==> src/design/prc_pkg.sv <==
// package for the refresh and power control block of the pseudo-static memory
// assumes a 20 MHz core clock; all times below turn into cycle counts here
package prc_pkg;
  // ****************************************
  // clock and timing
  // ****************************************
  localparam int CLK_PERIOD_NS = 50;
  localparam int T_INIT_US = 150;
  localparam int T_EXIT_US = 10;
  localparam int T_MAX_LOW_US = 4;
  // least times round up to whole cycles
  localparam int INIT_CYC = (T_INIT_US * 1000 + CLK_PERIOD_NS - 1) / CLK_PERIOD_NS;
  localparam int EXIT_CYC = (T_EXIT_US * 1000 + CLK_PERIOD_NS - 1) / CLK_PERIOD_NS;
  // longest time rounds down
  localparam int MAX_LOW_CYC = (T_MAX_LOW_US * 1000) / CLK_PERIOD_NS;
  localparam int CNT_W = 12;
  // ****************************************
  // register layout
  // ****************************************
  localparam int ADDR_W = 22;
  localparam logic [15:0] REFRESH_CONFIG_RESET = 16'h0010;
  localparam int DEEP_SLEEP_BIT = 4;
  localparam int REGION_SEL_MSB = 2;
  localparam int REGION_SEL_LSB = 0;
  localparam logic [2:0] REGION_SEL_NONE = 3'h4;
  localparam logic [2:0] REGION_SEL_FULL = 3'h0;
  localparam logic [ADDR_W-1:0] ADDR_TOP = 22'h3fffff;
  // register select codes: pin path and software path
  localparam logic [1:0] SEL_PIN_REFRESH = 2'h0;
  localparam logic [1:0] SEL_PIN_IDENT = 2'h1;
  localparam logic [15:0] SEL_SW_REFRESH = 16'h0000;
  localparam logic [15:0] SEL_SW_IDENT = 16'h0002;
  // ****************************************
  // types
  // ****************************************
  typedef enum logic [1:0] {PRC_REG_NONE, PRC_REG_REFRESH, PRC_REG_IDENT} prc_reg_t;
  typedef enum logic [1:0] {PRC_ACTIVE, PRC_SLEEP, PRC_WAKE, PRC_INIT} prc_state_t;
endpackage

==> src/design/prc_refresh_ctrl.sv <==
// refresh and deep sleep control of the memory core
// assumes chip select comes from a pin; register strobes come from the
// device bus logic on the same clock
// Overview of operation
// - self-refresh walks only the region that the partial refresh field picks
// - field gives full, half, quarter, eighth or none; 000 full, 100 none
// - bit 2 clear anchors region at address zero, set anchors it at top
// - deep sleep bit enables or halts all refresh activity
// - array contents are lost in deep sleep; data after exit is corrupt
// - leaving deep sleep runs a 150 us initialization before normal access
// - deep sleep entered when bit written zero and then chip select high
// - chip select low at least 10 us ends deep sleep and sets the bit
// - all configuration bits except the deep sleep bit survive deep sleep
// - identity register reports maker, generation, configuration; read-only
// - identity selected by pin with address 01b or software code 0002h
// - refresh config selected by pin with address 00b or software code 0000h
// - refresh config loads 0010h at power-up
// - refresh config reads back all 16 bits as written
`timescale 1ns/1ps
`default_nettype none
module prc_refresh_ctrl
  import prc_pkg::*;
#(
  parameter logic [15:0] IDENT_VALUE = 16'h1234, // arbitrary value
  parameter logic [ADDR_W-1:0] REFRESH_STEP = 22'h000100
) (
  // clock and reset
  input wire logic clk_in,
  input wire logic rstn_in,
  // chip select pin, active low
  input wire logic select_n_in,
  // register access from the bus logic
  input wire logic config_reg_enable_in,
  input wire logic [1:0] addr_sel_in,
  input wire logic sw_seq_in,
  input wire logic [15:0] sw_code_in,
  input wire logic reg_wr_in,
  input wire logic reg_rd_in,
  input wire logic [15:0] wdata_in,
  output logic [15:0] rdata_out,
  output logic rdata_valid_out,
  // refresh engine towards the core
  output logic refresh_strobe_out,
  output logic [ADDR_W-1:0] refresh_addr_out,
  // power status
  output logic deep_sleep_out,
  output logic init_busy_out,
  output logic array_lost_out,
  output logic [15:0] refresh_config_out
);
  // ****************************************
  // decode helpers
  // ****************************************
  // pin path and software path reach the same registers
  function automatic prc_reg_t reg_decode(input logic cfg_en, input logic [1:0] a,
                                          input logic sw, input logic [15:0] code);
    prc_reg_t r;
    r = PRC_REG_NONE;
    if (cfg_en) begin
      if (a == SEL_PIN_REFRESH) r = PRC_REG_REFRESH;
      else if (a == SEL_PIN_IDENT) r = PRC_REG_IDENT;
    end else if (sw) begin
      if (code == SEL_SW_REFRESH) r = PRC_REG_REFRESH;
      else if (code == SEL_SW_IDENT) r = PRC_REG_IDENT;
    end
    return r;
  endfunction

  // region size halves per step; bit 2 picks the anchor
  function automatic logic [ADDR_W-1:0] region_lo(input logic [2:0] rsel);
    logic [ADDR_W-1:0] size;
    size = (ADDR_TOP >> rsel[1:0]) + 22'h000001;
    if (rsel[2] && rsel != REGION_SEL_NONE) region_lo = ADDR_TOP - size + 22'h000001;
    else region_lo = '0;
  endfunction

  function automatic logic [ADDR_W-1:0] region_hi(input logic [2:0] rsel);
    if (rsel[2]) region_hi = ADDR_TOP;
    else region_hi = ADDR_TOP >> rsel[1:0];
  endfunction

  // ****************************************
  // state
  // ****************************************
  logic sel_meta, sel_sync, sel_prev;
  logic [15:0] refresh_config, next_refresh_config;
  prc_state_t state, next_state;
  logic [CNT_W-1:0] cnt, next_cnt;
  logic [ADDR_W-1:0] ptr, next_ptr;
  logic [ADDR_W-1:0] next_addr;
  logic next_strobe, next_lost, next_rvalid;
  logic [15:0] next_rdata;
  logic [2:0] region_sel;
  logic [ADDR_W-1:0] lo, hi, cur;
  logic sel_rise, opportunity;
  prc_reg_t sel;

  assign region_sel = refresh_config[REGION_SEL_MSB:REGION_SEL_LSB];
  assign lo = region_lo(region_sel);
  assign hi = region_hi(region_sel);
  assign sel = reg_decode(config_reg_enable_in, addr_sel_in, sw_seq_in, sw_code_in);
  assign sel_rise = sel_sync && !sel_prev;
  // select is high (sampled) so the core is free for one refresh
  assign opportunity = sel_sync;
  assign cur = (ptr >= lo && ptr <= hi) ? ptr : lo;

  // pin synchroniser; the second stage and its one-cycle delayed copy are looked at
  always_ff @(posedge clk_in or negedge rstn_in) begin
    if (!rstn_in) begin
      sel_meta <= 1'b1;
      sel_sync <= 1'b1;
      sel_prev <= 1'b1;
    end else begin
      sel_meta <= select_n_in;
      sel_sync <= sel_meta;
      sel_prev <= sel_sync;
    end
  end

  // next values for power state, register, refresh walk and reads
  always_comb begin
    next_state = state;
    next_cnt = cnt;
    next_refresh_config = refresh_config;
    next_ptr = ptr;
    next_addr = refresh_addr_out;
    next_strobe = 1'b0;
    next_lost = array_lost_out;
    next_rvalid = 1'b0;
    next_rdata = rdata_out;
    unique case (state)
      PRC_ACTIVE: begin
        // writes only while awake; identity register ignores them
        if (reg_wr_in && sel == PRC_REG_REFRESH) begin
          next_refresh_config = wdata_in;
        end
        // bit cleared earlier, select now released
        if (!refresh_config[DEEP_SLEEP_BIT] && sel_rise) begin
          next_state = PRC_SLEEP;
          next_lost = 1'b1;
        end else if (opportunity && region_sel != REGION_SEL_NONE) begin
          // walk the region; out-of-region pointer restarts at the base
          next_strobe = 1'b1;
          next_addr = cur;
          if (cur > hi - REFRESH_STEP) next_ptr = lo;
          else next_ptr = cur + REFRESH_STEP;
        end
        if (reg_rd_in) begin
          next_rvalid = 1'b1;
          if (sel == PRC_REG_REFRESH) next_rdata = refresh_config;
          else if (sel == PRC_REG_IDENT) next_rdata = IDENT_VALUE;
          else next_rdata = 16'h0000;
        end
      end
      PRC_SLEEP: begin
        // no refresh at all; other config bits stay put
        next_cnt = '0;
        if (!sel_sync) next_state = PRC_WAKE;
      end
      PRC_WAKE: begin
        // select must stay low for the whole exit time
        if (sel_sync) begin
          next_state = PRC_SLEEP;
        end else if (cnt == CNT_W'(EXIT_CYC - 1)) begin
          next_state = PRC_INIT;
          next_cnt = '0;
          next_refresh_config[DEEP_SLEEP_BIT] = 1'b1;
        end else begin
          next_cnt = cnt + CNT_W'(1);
        end
      end
      PRC_INIT: begin
        // fixed initialization; accesses are not served meanwhile
        if (cnt == CNT_W'(INIT_CYC - 1)) begin
          next_state = PRC_ACTIVE;
          next_cnt = '0;
        end else begin
          next_cnt = cnt + CNT_W'(1);
        end
      end
    endcase
  end

  // register the next values
  always_ff @(posedge clk_in or negedge rstn_in) begin
    if (!rstn_in) begin
      state <= PRC_ACTIVE;
      cnt <= '0;
      refresh_config <= REFRESH_CONFIG_RESET;
      ptr <= '0;
      refresh_addr_out <= '0;
      refresh_strobe_out <= 1'b0;
      array_lost_out <= 1'b0;
      rdata_valid_out <= 1'b0;
      rdata_out <= 16'h0000;
    end else begin
      state <= next_state;
      cnt <= next_cnt;
      refresh_config <= next_refresh_config;
      ptr <= next_ptr;
      refresh_addr_out <= next_addr;
      refresh_strobe_out <= next_strobe;
      array_lost_out <= next_lost;
      rdata_valid_out <= next_rvalid;
      rdata_out <= next_rdata;
    end
  end

  // sleep and init status is decoded straight from the state register
  assign deep_sleep_out = (state == PRC_SLEEP) || (state == PRC_WAKE);
  assign init_busy_out = (state == PRC_INIT);
  assign refresh_config_out = refresh_config;

  // ****************************************
  // check helpers
  // ****************************************
  // run of synced select-low cycles; saturates so a long hold cannot wrap
  // and fake a short one, and spares the exit check a 200-deep repetition
  logic [CNT_W-1:0] low_run, next_low_run;

  // next value of the low run
  always_comb begin
    next_low_run = low_run;
    if (sel_sync) begin
      next_low_run = '0;
    end else if (low_run != '1) begin
      next_low_run = low_run + CNT_W'(1);
    end
  end

  // register the low run
  always_ff @(posedge clk_in or negedge rstn_in) begin
    if (!rstn_in) begin
      low_run <= '0;
    end else begin
      low_run <= next_low_run;
    end
  end
endmodule
`default_nettype wire

==> config.mk <==
export PLATFORM = sky130hd
export DESIGN_NAME = prc_refresh_ctrl
export DESIGN_NICKNAME = d
export VERILOG_FILES = /design/src/design/prc_pkg.sv /design/src/design/prc_refresh_ctrl.sv
export SDC_FILE = /design/constraint.sdc
export NUM_CORES = 1
export LEC_CHECK = 0
export BUFFER_PORTS_ARGS = -buffer_cell sky130_fd_sc_hd__clkbuf_2
export CORE_ASPECT_RATIO = 1.1
export CORE_MARGIN = 2
export CORE_UTILIZATION = 50
export CTS_BUF_LIST = sky130_fd_sc_hd__clkbuf_4 sky130_fd_sc_hd__clkbuf_8
export CTS_CLUSTER_DIAMETER = 40
export DETAILED_ROUTE_END_ITERATION = 6
export GPL_TIMING_DRIVEN = 0
export PLACE_DENSITY = 0.81
export SLEW_MARGIN = 20
export SYNTH_ARGS = -nofsm -noshare
export SYNTH_HDL_FRONTEND = slang
export SYNTH_SLANG_ARGS = --single-unit
==> constraint.sdc <==
create_clock -name clk_in -period 5.3 [get_ports clk_in]
set_clock_uncertainty 0.2 [all_clocks]
set_input_delay 1.06 -clock clk_in [delete_from_list [all_inputs] [get_ports clk_in]]
set_output_delay 1.06 -clock clk_in [all_outputs]
set_load 0.03 [all_outputs]
Word-level counts from Yosys, hierarchy flattened
Index checks and enable logic that the tools add are counted.
{"block": "word_totals", "ff_bits": 96}
{"block": "classes", "add_sub_neg": 6, "order_cmp": 3, "n_eq_ne": 17, "shift": 1, "muxes": 31, "n_bitwise": 1, "n_reduce_logical": 21}
{"cell": "$mux 22", "n": 4}
{"cell": "$add 22x1->22 const B", "n": 2}
{"cell": "$mux 12", "n": 3}
{"cell": "$pmux 12 s3", "n": 1}
{"cell": "$add 22x9->22 const B", "n": 1}
{"cell": "$ge 22x22->1", "n": 1}
{"cell": "$gt 22x22->1", "n": 1}
{"cell": "$le 22x22->1", "n": 1}
{"cell": "$mux 2", "n": 11}
{"cell": "$shr 22x2->22 const A", "n": 1}
{"cell": "$sub 22x22->22 const A", "n": 1}
{"cell": "$sub 22x9->22 const B", "n": 1}
{"cell": "$eq 16x2->1 const B", "n": 1}
{"cell": "$logic_not 16->1", "n": 1}
{"cell": "$mux 16", "n": 1}
{"cell": "$mux 13", "n": 1}
{"cell": "$add 12x1->12 const B", "n": 1}
{"cell": "$eq 12x12->1 const B", "n": 1}
{"cell": "$eq 12x8->1 const B", "n": 1}
{"cell": "$ne 2x2->1 const B", "n": 5}
{"cell": "$pmux 2 s4", "n": 1}
{"cell": "$reduce_and 2->1", "n": 4}
{"cell": "$reduce_and 4->1", "n": 2}
{"cell": "$mux 1", "n": 7}
{"cell": "14 further kinds", "n": 26}

Depth between registers and ports, before layout
Gate-level depths: netlist (run 1).
{"block": "logic_depth", "depth_word": 10, "mapped_depth": 17, "mapped_depth_nobuf": 16}

Worst setup path before layout (run 1)
OpenSTA, ideal clock, no wires.
{"block": "synth_path", "path_kind": "reg-to-reg", "start": "register refresh_config[1] (netlist: refresh_config_out[1])", "end": "register ptr[19]", "arrival_ns": 3.642, "slack_ns": 1.336, "stages_incl_launch_ff": 18, "period_less_slack_ns": 3.964, "cell_sequence": "dfrtp_1 > nor2b_1 > and2_1 > ha_1 > nand3_1 > nor3_1 > a21o_1 > buf_2 > nand3_1 > o21ai_0 > ha_1 > a21o_1 > a21oi_1 > a21bo_2 > a211oi_4 > buf_6 > a21oi_1 > o221a_2"}
{"block": "synth_between", "elab_chain_len": 10, "word_cells_on_any_way": 18, "classes_between": "add/sub (5); order compare (3); eq/ne (1); shift (1); mux (4); reduce/logical (4)"}
{"item": "start, declared", "line": "prc_refresh_ctrl.sv:86", "text": "logic [15:0] refresh_config, next_refresh_config;"}
{"item": "start signal, assigned", "line": "prc_refresh_ctrl.sv:199", "text": "refresh_config <= next_refresh_config;"}
{"item": "$shr 22x2->22", "line": "prc_refresh_ctrl.sv:72, prc_refresh_ctrl.sv:79"}
{"item": "$add 22x1->22", "line": "prc_refresh_ctrl.sv:72", "text": "size = (ADDR_TOP >> rsel[1:0]) + 22'h000001;"}
{"item": "$sub 22x22->22", "line": "prc_refresh_ctrl.sv:73", "text": "if (rsel[2] && rsel != REGION_SEL_NONE) region_lo = ADDR_TOP - size + 22'h000001;"}
{"item": "$add 22x1->22", "line": "prc_refresh_ctrl.sv:73"}
{"item": "$mux 22", "line": "prc_refresh_ctrl.sv:73"}
{"item": "$ge 22x22->1", "line": "prc_refresh_ctrl.sv:105", "text": "assign cur = (ptr >= lo && ptr <= hi) ? ptr : lo;"}
{"item": "$logic_and 1x1->1", "line": "prc_refresh_ctrl.sv:105"}
{"item": "$mux 22 *", "line": "prc_refresh_ctrl.sv:105"}
{"item": "net cur[20]", "line": "prc_refresh_ctrl.sv:94", "text": "logic [ADDR_W-1:0] lo, hi, cur;"}
{"item": "$gt 22x22->1 *", "line": "prc_refresh_ctrl.sv:145", "text": "if (cur > hi - REFRESH_STEP) next_ptr = lo;"}
{"item": "$mux 22 *", "line": "prc_refresh_ctrl.sv:145"}
{"item": "end signal, assigned", "line": "prc_refresh_ctrl.sv:200", "text": "ptr <= next_ptr;"}
{"item": "end, declared", "line": "prc_refresh_ctrl.sv:89", "text": "logic [ADDR_W-1:0] ptr, next_ptr;"}
The timed path passes the listed nets; every way through them passes the cells marked *.
A chain may end at the register's enable or synchronous reset.

Worst setup path after layout (run 1)
{"block": "layout_path", "start": "register refresh_config[1] (netlist: refresh_config_out[1])", "end": "register ptr[21]"}
{"block": "layout_between", "elab_chain_len": 10, "word_cells_on_any_way": 18, "classes_between": "add/sub (5); order compare (3); eq/ne (1); shift (1); mux (4); reduce/logical (4)"}
{"item": "$shr 22x2->22", "line": "prc_refresh_ctrl.sv:72, prc_refresh_ctrl.sv:79"}
{"item": "$add 22x1->22", "line": "prc_refresh_ctrl.sv:72"}
{"item": "$sub 22x22->22", "line": "prc_refresh_ctrl.sv:73"}
{"item": "$add 22x1->22", "line": "prc_refresh_ctrl.sv:73"}
{"item": "$mux 22", "line": "prc_refresh_ctrl.sv:73"}
{"item": "$ge 22x22->1", "line": "prc_refresh_ctrl.sv:105"}
{"item": "$logic_and 1x1->1", "line": "prc_refresh_ctrl.sv:105"}
{"item": "$mux 22 *", "line": "prc_refresh_ctrl.sv:105"}
{"item": "net cur[20]", "line": "prc_refresh_ctrl.sv:94"}
{"item": "$add 22x9->22 / $gt 22x22->1 (equally long branches)", "line": "prc_refresh_ctrl.sv:146, prc_refresh_ctrl.sv:145"}
{"item": "$mux 22 *", "line": "prc_refresh_ctrl.sv:145"}
Marks and branches as above.

==> out/metrics.csv, run 1 <==
metric,value,unit
period_share,85.03,%
grt_use_total,22.50,%
postRouteWirelength,10470,um
fmax,0.2219,GHz
dp_cells,689,
cp_max_fo,10,
synth_edf_count,0,
ys.flop_type,dfrtp_1,
grt_pass1_wl,18000,um
initial_core_util,50.69,%
drt_iter0_markers,306,
ant_nets,0,
htreeDepth,3,
drive_gt1_share,27.89,%
crit_buf_inv,1,
cts_resized,0,
p_leak,2.783,nW
cts_root_buf,clkbuf_8,
chipHeight,105.6,um
wl_per_cell,14.86,um
met2_usage,35.71,%
syn_area,4693,um2
nNetsFinal,641,
path_cells,nor2b_1 > and2_1 > ha_1 > nand3_1 > nor3_1 > a21oi_2 > nor2_1 > o21ai_0 > ha_1 > a21o_1 > a21oi_1 > a21bo_2 > a211oi_4 > buf_6 > a21oi_1 > o221a_2,
synthDominantCellAreaShare,49.05,%
finalHoldViolations,0,
setup_viol,0,
drcViolationCount,0,
yosysTopAreaCell,dfrtp_1,
slew_headroom,51.35,%
syn_nets,531,
tightest_slew,0.7298,ns
cpPeakStageDelay,0.46,ns
start_kind,register,
setup_tns,0,ns
holdBufCountCts,0,
rsz0062_at_grt,false,
core,9259,um2
crit_required,5.35,ns
grt.met1_usage,29.40,%
clockBufferDepth,2,
cts_setup_buffers,0,
seq_area_frac_synth,51.29,%
ir_worst_vdd,331.5,uV
syn2layout_area_growth,19.01,%
place_congestion,0.9203,
io_buffer_count,99,
antenna_found_initial,0,
cts_tree,built,
grt_overflow,0,
synth.distinct_cells,62,
grt_pass1_vias,3858,
instances_no_fill,705,
avgSynthCellArea,9.922,um2
cts_buffers,9,
cp.depth,16,
holdPathStages,0,
hold_class,register to register,
via_count,3980,
clk_pin_slew,0.10,ns
async_flop_share,100.0,%
grt_max_degree,97,
r2r_cells,16,
globalRouteMet3Util,5.575,%
outcome,"complete, no violations",
die_w,96.38,um
yosysWarnings,0,
die_area,10180,um2
critical_path_class,register to register,
period_minus_slack,4.507,ns
synth.area.top_cells,"dfrtp_1 (49%), nand2_1 (7.0%), nand3_1 (4.8%)",
cp_top_family,compound AO/OA/AOI/OAI gates,
hpwl,7645,um
insertion_delay,0.37,ns
powerDensity,563.6,nW/um2
pin_count,100,
drv_cap,0,
nFillCells,816,
grt.busiest_layer,met2,
dr.pass1.iters,5,
synth_seq_cells,96,
viasPerCell,5.645,
maxSlewViolCount,0,
end_kind,register,
finalPower,3.148,mW
syn_inst,473,
clock_sinks,96,
crit_arrival,4.56,ns
slowest_stage,dfrtp_1,
diodes,0,
rows,37,
## layout make-up
type                    instances  area (um2)  area share, %
flip-flops and latches         96        2407          43.10
multi-input cells             348        2160          38.66
repair buffers                 99       504.2          9.028
well taps                     117       146.4          2.621
clock buffers                   9       123.9          2.218
clock inverters                 7       117.6          2.106
plain buffers                  19       88.84          1.591
inverters                      10       37.54         0.6720
## metal layers
metal | routed length [um] | up-vias
met2 | 5262 | 135
met1 | 4250 | 1931
met4 | 226 | 0
met5 | 0 | -
li1 | - | 1889
met3 | 734 | 25
## registers in the layout, summed over array words and instances, names as in the netlist
| signal | cells |
|---|---|
| state | 2 |
| cnt | 12 |
| refresh_addr_out | 22 |
| rdata_valid_out | 1 |
| opportunity | 1 |
| refresh_config_out | 16 |
| rdata_out | 16 |
| array_lost_out | 1 |
| ptr | 22 |
| sel_prev | 1 |
| refresh_strobe_out | 1 |
| sel_meta | 1 |
## synthesized netlist by cell type (5+ instances only)
cell       n
a21o_1     7
a21oi_1   21
and3_1     5
buf_2      5
clkbuf_1  12
dfrtp_1   92
ha_1      17
inv_1      8
mux2_2    17
nand2_1   87
nand3_1   45
nand4_1   12
nor2_1    38
nor2b_1   12
nor3_1     8
o21ai_0   11
xor2_1     5
## cell families (layout without fill, tap and decap cells)
group | after synthesis | in the layout | synth area share (%)
mux | 21 | 21 | 4.985
flops | 96 | 96 | 51.29
compound gates | 72 | 72 | 11.17
buf+inv | 29 | 144 | 2.693
simple gates | 230 | 230 | 23.83
fa+ha+maj | 17 | 17 | 4.532
xor+xnor | 8 | 8 | 1.493
## final timing paths
| kind | startpoint | end | slack (ns) |
|---|---|---|---|
| max | refresh_config_out[1]$_DFFE_PN0P_ | ptr[21]$_DFFE_PN0P_ | 0.79 |
| min | sel_meta$_DFF_PN1_ | opportunity$_DFF_PN1_ | 0.15 |
| max reg2reg | refresh_config_out[1]$_DFFE_PN0P_ | ptr[21]$_DFFE_PN0P_ | 0.79 |
| min reg2reg | sel_meta$_DFF_PN1_ | opportunity$_DFF_PN1_ | 0.15 |
| max in group asynchronous | rstn_in | rdata_out[4]$_DFFE_PN0P_ | 3.85 |
| min in group asynchronous | rstn_in | refresh_addr_out[16]$_DFFE_PN0P_ | 0.56 |
## power by group
group          internal [mW]  total (mW)  switching, mW
Sequential             0.902        1.06          0.156
Combinational          0.509        1.52           1.01
Clock                  0.315       0.572          0.257
Total                   1.73        3.15           1.42
## layout by cell type, fill, tap and decap left out, types with 5 or more instances in the layout
cell type | Yosys | final
a21o_1 | 7 | 7
a21oi_1 | 21 | 21
and3_1 | 5 | 5
buf_2 | 5 | 5
clkbuf_1 | 12 | 12
clkbuf_2 | 0 | 98
clkbuf_8 | 0 | 10
dfrtp_1 | 92 | 92
ha_1 | 17 | 17
inv_1 | 8 | 8
mux2_2 | 17 | 17
nand2_1 | 87 | 87
nand3_1 | 45 | 45
nand4_1 | 12 | 12
nor2_1 | 38 | 38
nor2b_1 | 12 | 12
nor3_1 | 8 | 8
o21ai_0 | 11 | 11
xor2_1 | 5 | 5
## through the flow
stage          hold WS, ns  setup WS [ns]  utilization, %  cell area [um2]
4_1_cts             0.1587         0.8937           60.32             5585
3_3_place_gp        0.1469          1.014           57.62             5335
6_report            0.1518         0.7932           60.32             5585
3_5_place_dp        0.1479         0.9002           57.72             5344
5_1_grt             0.1681         0.4516           60.32             5585
2_1_floorplan       0.1452          1.336               -             4693
## worst reg2reg max path, stage by stage, from the launching register on
cell and delay, ns:
dfrtp_1 0.46, nor2b_1 0.20, and2_1 0.20, ha_1 0.27
nand3_1 0.09, nor3_1 0.30, a21oi_2 0.16, nor2_1 0.32
o21ai_0 0.21, ha_1 0.33, a21o_1 0.18, a21oi_1 0.20
a21bo_2 0.27, a211oi_4 0.45, buf_6 0.22, a21oi_1 0.08
o221a_2 0.26
Power figures use the tool's default switching activity.
==> inputs of run 2 (changes only) <==
--- a/config.mk
+++ b/config.mk
@@ -6,7 +6,6 @@
 export NUM_CORES = 1
 export LEC_CHECK = 0
 export BUFFER_PORTS_ARGS = -buffer_cell sky130_fd_sc_hd__clkbuf_2
-export CORE_ASPECT_RATIO = 1.1
 export CORE_MARGIN = 2
 export CORE_UTILIZATION = 50
 export CTS_BUF_LIST = sky130_fd_sc_hd__clkbuf_4 sky130_fd_sc_hd__clkbuf_8
==> out/metrics.csv, run 2 (same netlist as run 1, synthesis figures left out) <==
metric,value,unit,change
holdBufCountCts,0,,unchanged
core,9153,um2,-1.1%
p_clk_share,18.5,%,+0.3 points
maxSlewViolCount,0,,unchanged
drive_gt1_share,27.89,%,unchanged
start_kind,register,,
syn2layout_area_growth,19.09,%,about the same
finalHoldViolations,0,,unchanged
chipHeight,100.9,um,-4.5%
final_util,61.07,%,+0.74 points
r2r_end,ptr[19]$_DFFE_PN0P_,,
clk_pin_slew,0.09,ns,about the same
insertion_delay,0.36,ns,about the same
cts_buffers,9,,unchanged
wl_per_cell,15.22,um,+2.5%
ant_nets,0,,unchanged
drt_iter0_markers,286,,-6.5%
hold_end,opportunity$_DFF_PN1_,,
final_common_cell,clkbuf_2,,
cts_root_buf,clkbuf_8,,
crit_arrival,4.54,ns,-0.02 ns
setup_tns,0,ns,unchanged
fmax,0.2223,GHz,+0.19%
die_area,10180,um2,about the same
grt_overflow,0,,unchanged
period_share,84.87,%,-0.16 points
reg2reg_from,refresh_config_out[1]$_DFFE_PN0P_,,
nFillCells,782,,-4.2%
outcome,"complete, no violations",,
hold_ws,0.1666,ns,+0.01478 ns
p_seq_share,33.3,%,-0.3 points
htreeDepth,3,,unchanged
min-delay-start,sel_meta$_DFF_PN1_,,
drv_cap,0,,unchanged
grt_max_degree,97,,unchanged
dp_cells,683,,-0.87%
crit_required,5.34,ns,about the same
powerDensity,568.0,nW/um2,+0.79%
rrSetupSlack,0.80,ns,about the same
most-common-layout-cells,"clkbuf_2 (98), dfrtp_1 (92), nand2_1 (87), nand3_1 (45), nor2_1 (38)",,
drcViolationCount,0,,unchanged
place_congestion,0.9262,,+0.64%
postRouteWirelength,10640,um,+1.6%
swShare,45.09,%,-0.081 points
initial_core_util,51.28,%,+0.59 points
pin_count,100,,unchanged
instances_no_fill,699,,-0.85%
top_regs,"ptr x22, refresh_addr_out x22",,
via_count,4013,,+0.83%
cts_setup_buffers,0,,unchanged
grt_use_total,22.08,%,-0.42 points
rows,35,,-5.4%
diodes,0,,unchanged
grt_pass1_wl,18040,um,+0.19%
p_switching,1.432,mW,+0.68%
period_minus_slack,4.498,ns,-0.008520 ns
die_w,100.9,um,+4.7%
r2r_cells,16,,unchanged
nNetsFinal,641,,unchanged
rsz0062_at_grt,false,,
clock_sinks,96,,unchanged
viasPerCell,5.741,,+1.7%
dr.pass1.iters,5,,unchanged
p_leak,2.787,nW,+0.16%
hpwl,7766,um,+1.6%
end_kind,register,,
cts_tree,built,,
p_comb_share,48.2,%,about the same
io_buffer_count,99,,unchanged
cp_max_fo,10,,unchanged
grt_pass1_vias,3958,,+2.6%
hold_class,register to register,,
ir_worst_vdd,345.3,uV,+4.2%
antenna_found_initial,0,,unchanged
holdPathStages,0,,unchanged
critical_path_class,register to register,,
clockBufferDepth,2,,unchanged
intPower,1.743,mW,+1.0%
tightest_slew,0.7412,ns,+0.01136 ns
setup_viol,0,,unchanged
cts_resized,0,,unchanged
slew_headroom,50.59,%,-0.76 points
==> run 2: cell types whose count changed in the layout (fill, tap and decap cells not counted) <==
cell,delta
clkbuf_8,+1
clkinv_2,-1
clkinv_4,+1
inv_6,-2
inv_8,+1
==> run 2: final cells by class <==
type,count,area [um2],area share (%)
Buffer,19,88.84,1.589
Timing Repair Buffer,99,504.2,9.022
Clock inverter,6,115.1,2.060
Tap cell,111,138.9,2.485
Multi-Input combinational cell,348,2160,38.64
Clock buffer,10,137.6,2.463
Inverter,10,37.54,0.6716
Sequential cell,96,2407,43.07
==> run 2: worst max path at each step <==
| stage | depth (start not counted) | startpoint | to |
|---|---|---|---|
| floorplan | 17 | refresh_config_out[1]$_DFFE_PN0P_ | ptr[19]$_DFFE_PN0P_ |
| global placement | 16 | refresh_config_out[1]$_DFFE_PN0P_ | ptr[19]$_DFFE_PN0P_ |
| detailed placement | 16 | refresh_config_out[1]$_DFFE_PN0P_ | ptr[21]$_DFFE_PN0P_ |
| CTS | 16 | refresh_config_out[1]$_DFFE_PN0P_ | ptr[21]$_DFFE_PN0P_ |
| global route | 16 | refresh_config_out[1]$_DFFE_PN0P_ | ptr[21]$_DFFE_PN0P_ |
| finish | 16 | refresh_config_out[1]$_DFFE_PN0P_ | ptr[19]$_DFFE_PN0P_ |
==> run 2: through the flow <==
step                      setup slack [ns]  power, mW  area (um2)
after floorplan                      1.336      2.147        4693
after global placement               1.059      2.517        5328
after detailed placement            0.9288      2.590        5336
after CTS                           0.8945      3.179        5589
after global routing                0.5066      3.373        5589
final                               0.8017      3.175        5589
==> run 2: power by group through the flow <==
| stage | Sequential (mW) | Combinational, mW | Clock (mW) |
|---|---|---|---|
| finish | 1.06 | 1.53 | 0.586 |
| floorplan | 1.28 | 0.862 | 0 |
| global placement | 1.06 | 1.46 | 0 |
| global route | 1.08 | 1.67 | 0.617 |
| detailed placement | 1.07 | 1.52 | 0 |
| CTS | 1.06 | 1.53 | 0.594 |
==> run 2: worst max-delay path: stages, from the launching register on <==
cell and delay (ns):
dfrtp_1 0.46, nor2b_1 0.20, and2_1 0.19, ha_1 0.27, nand3_1 0.08, nor3_1 0.33
a21oi_2 0.17, nor2_1 0.29, o21ai_0 0.19, ha_1 0.33, a21o_1 0.19, a21oi_1 0.18
a21bo_2 0.27, a211oi_4 0.47, buf_6 0.22, a21oi_1 0.08, o221a_2 0.27
==> run 2: routing by layer <==
| layer | up-vias | track usage, % | wire (um) |
|---|---|---|---|
| li1 | 1888 | - | - |
| met1 | 1930 | 27.52 | 4293 |
| met2 | 152 | 36.00 | 5246 |
| met3 | 43 | 5.825 | 762 |
| met4 | 0 | 10.12 | 338 |
| met5 | - | 0 | 0 |
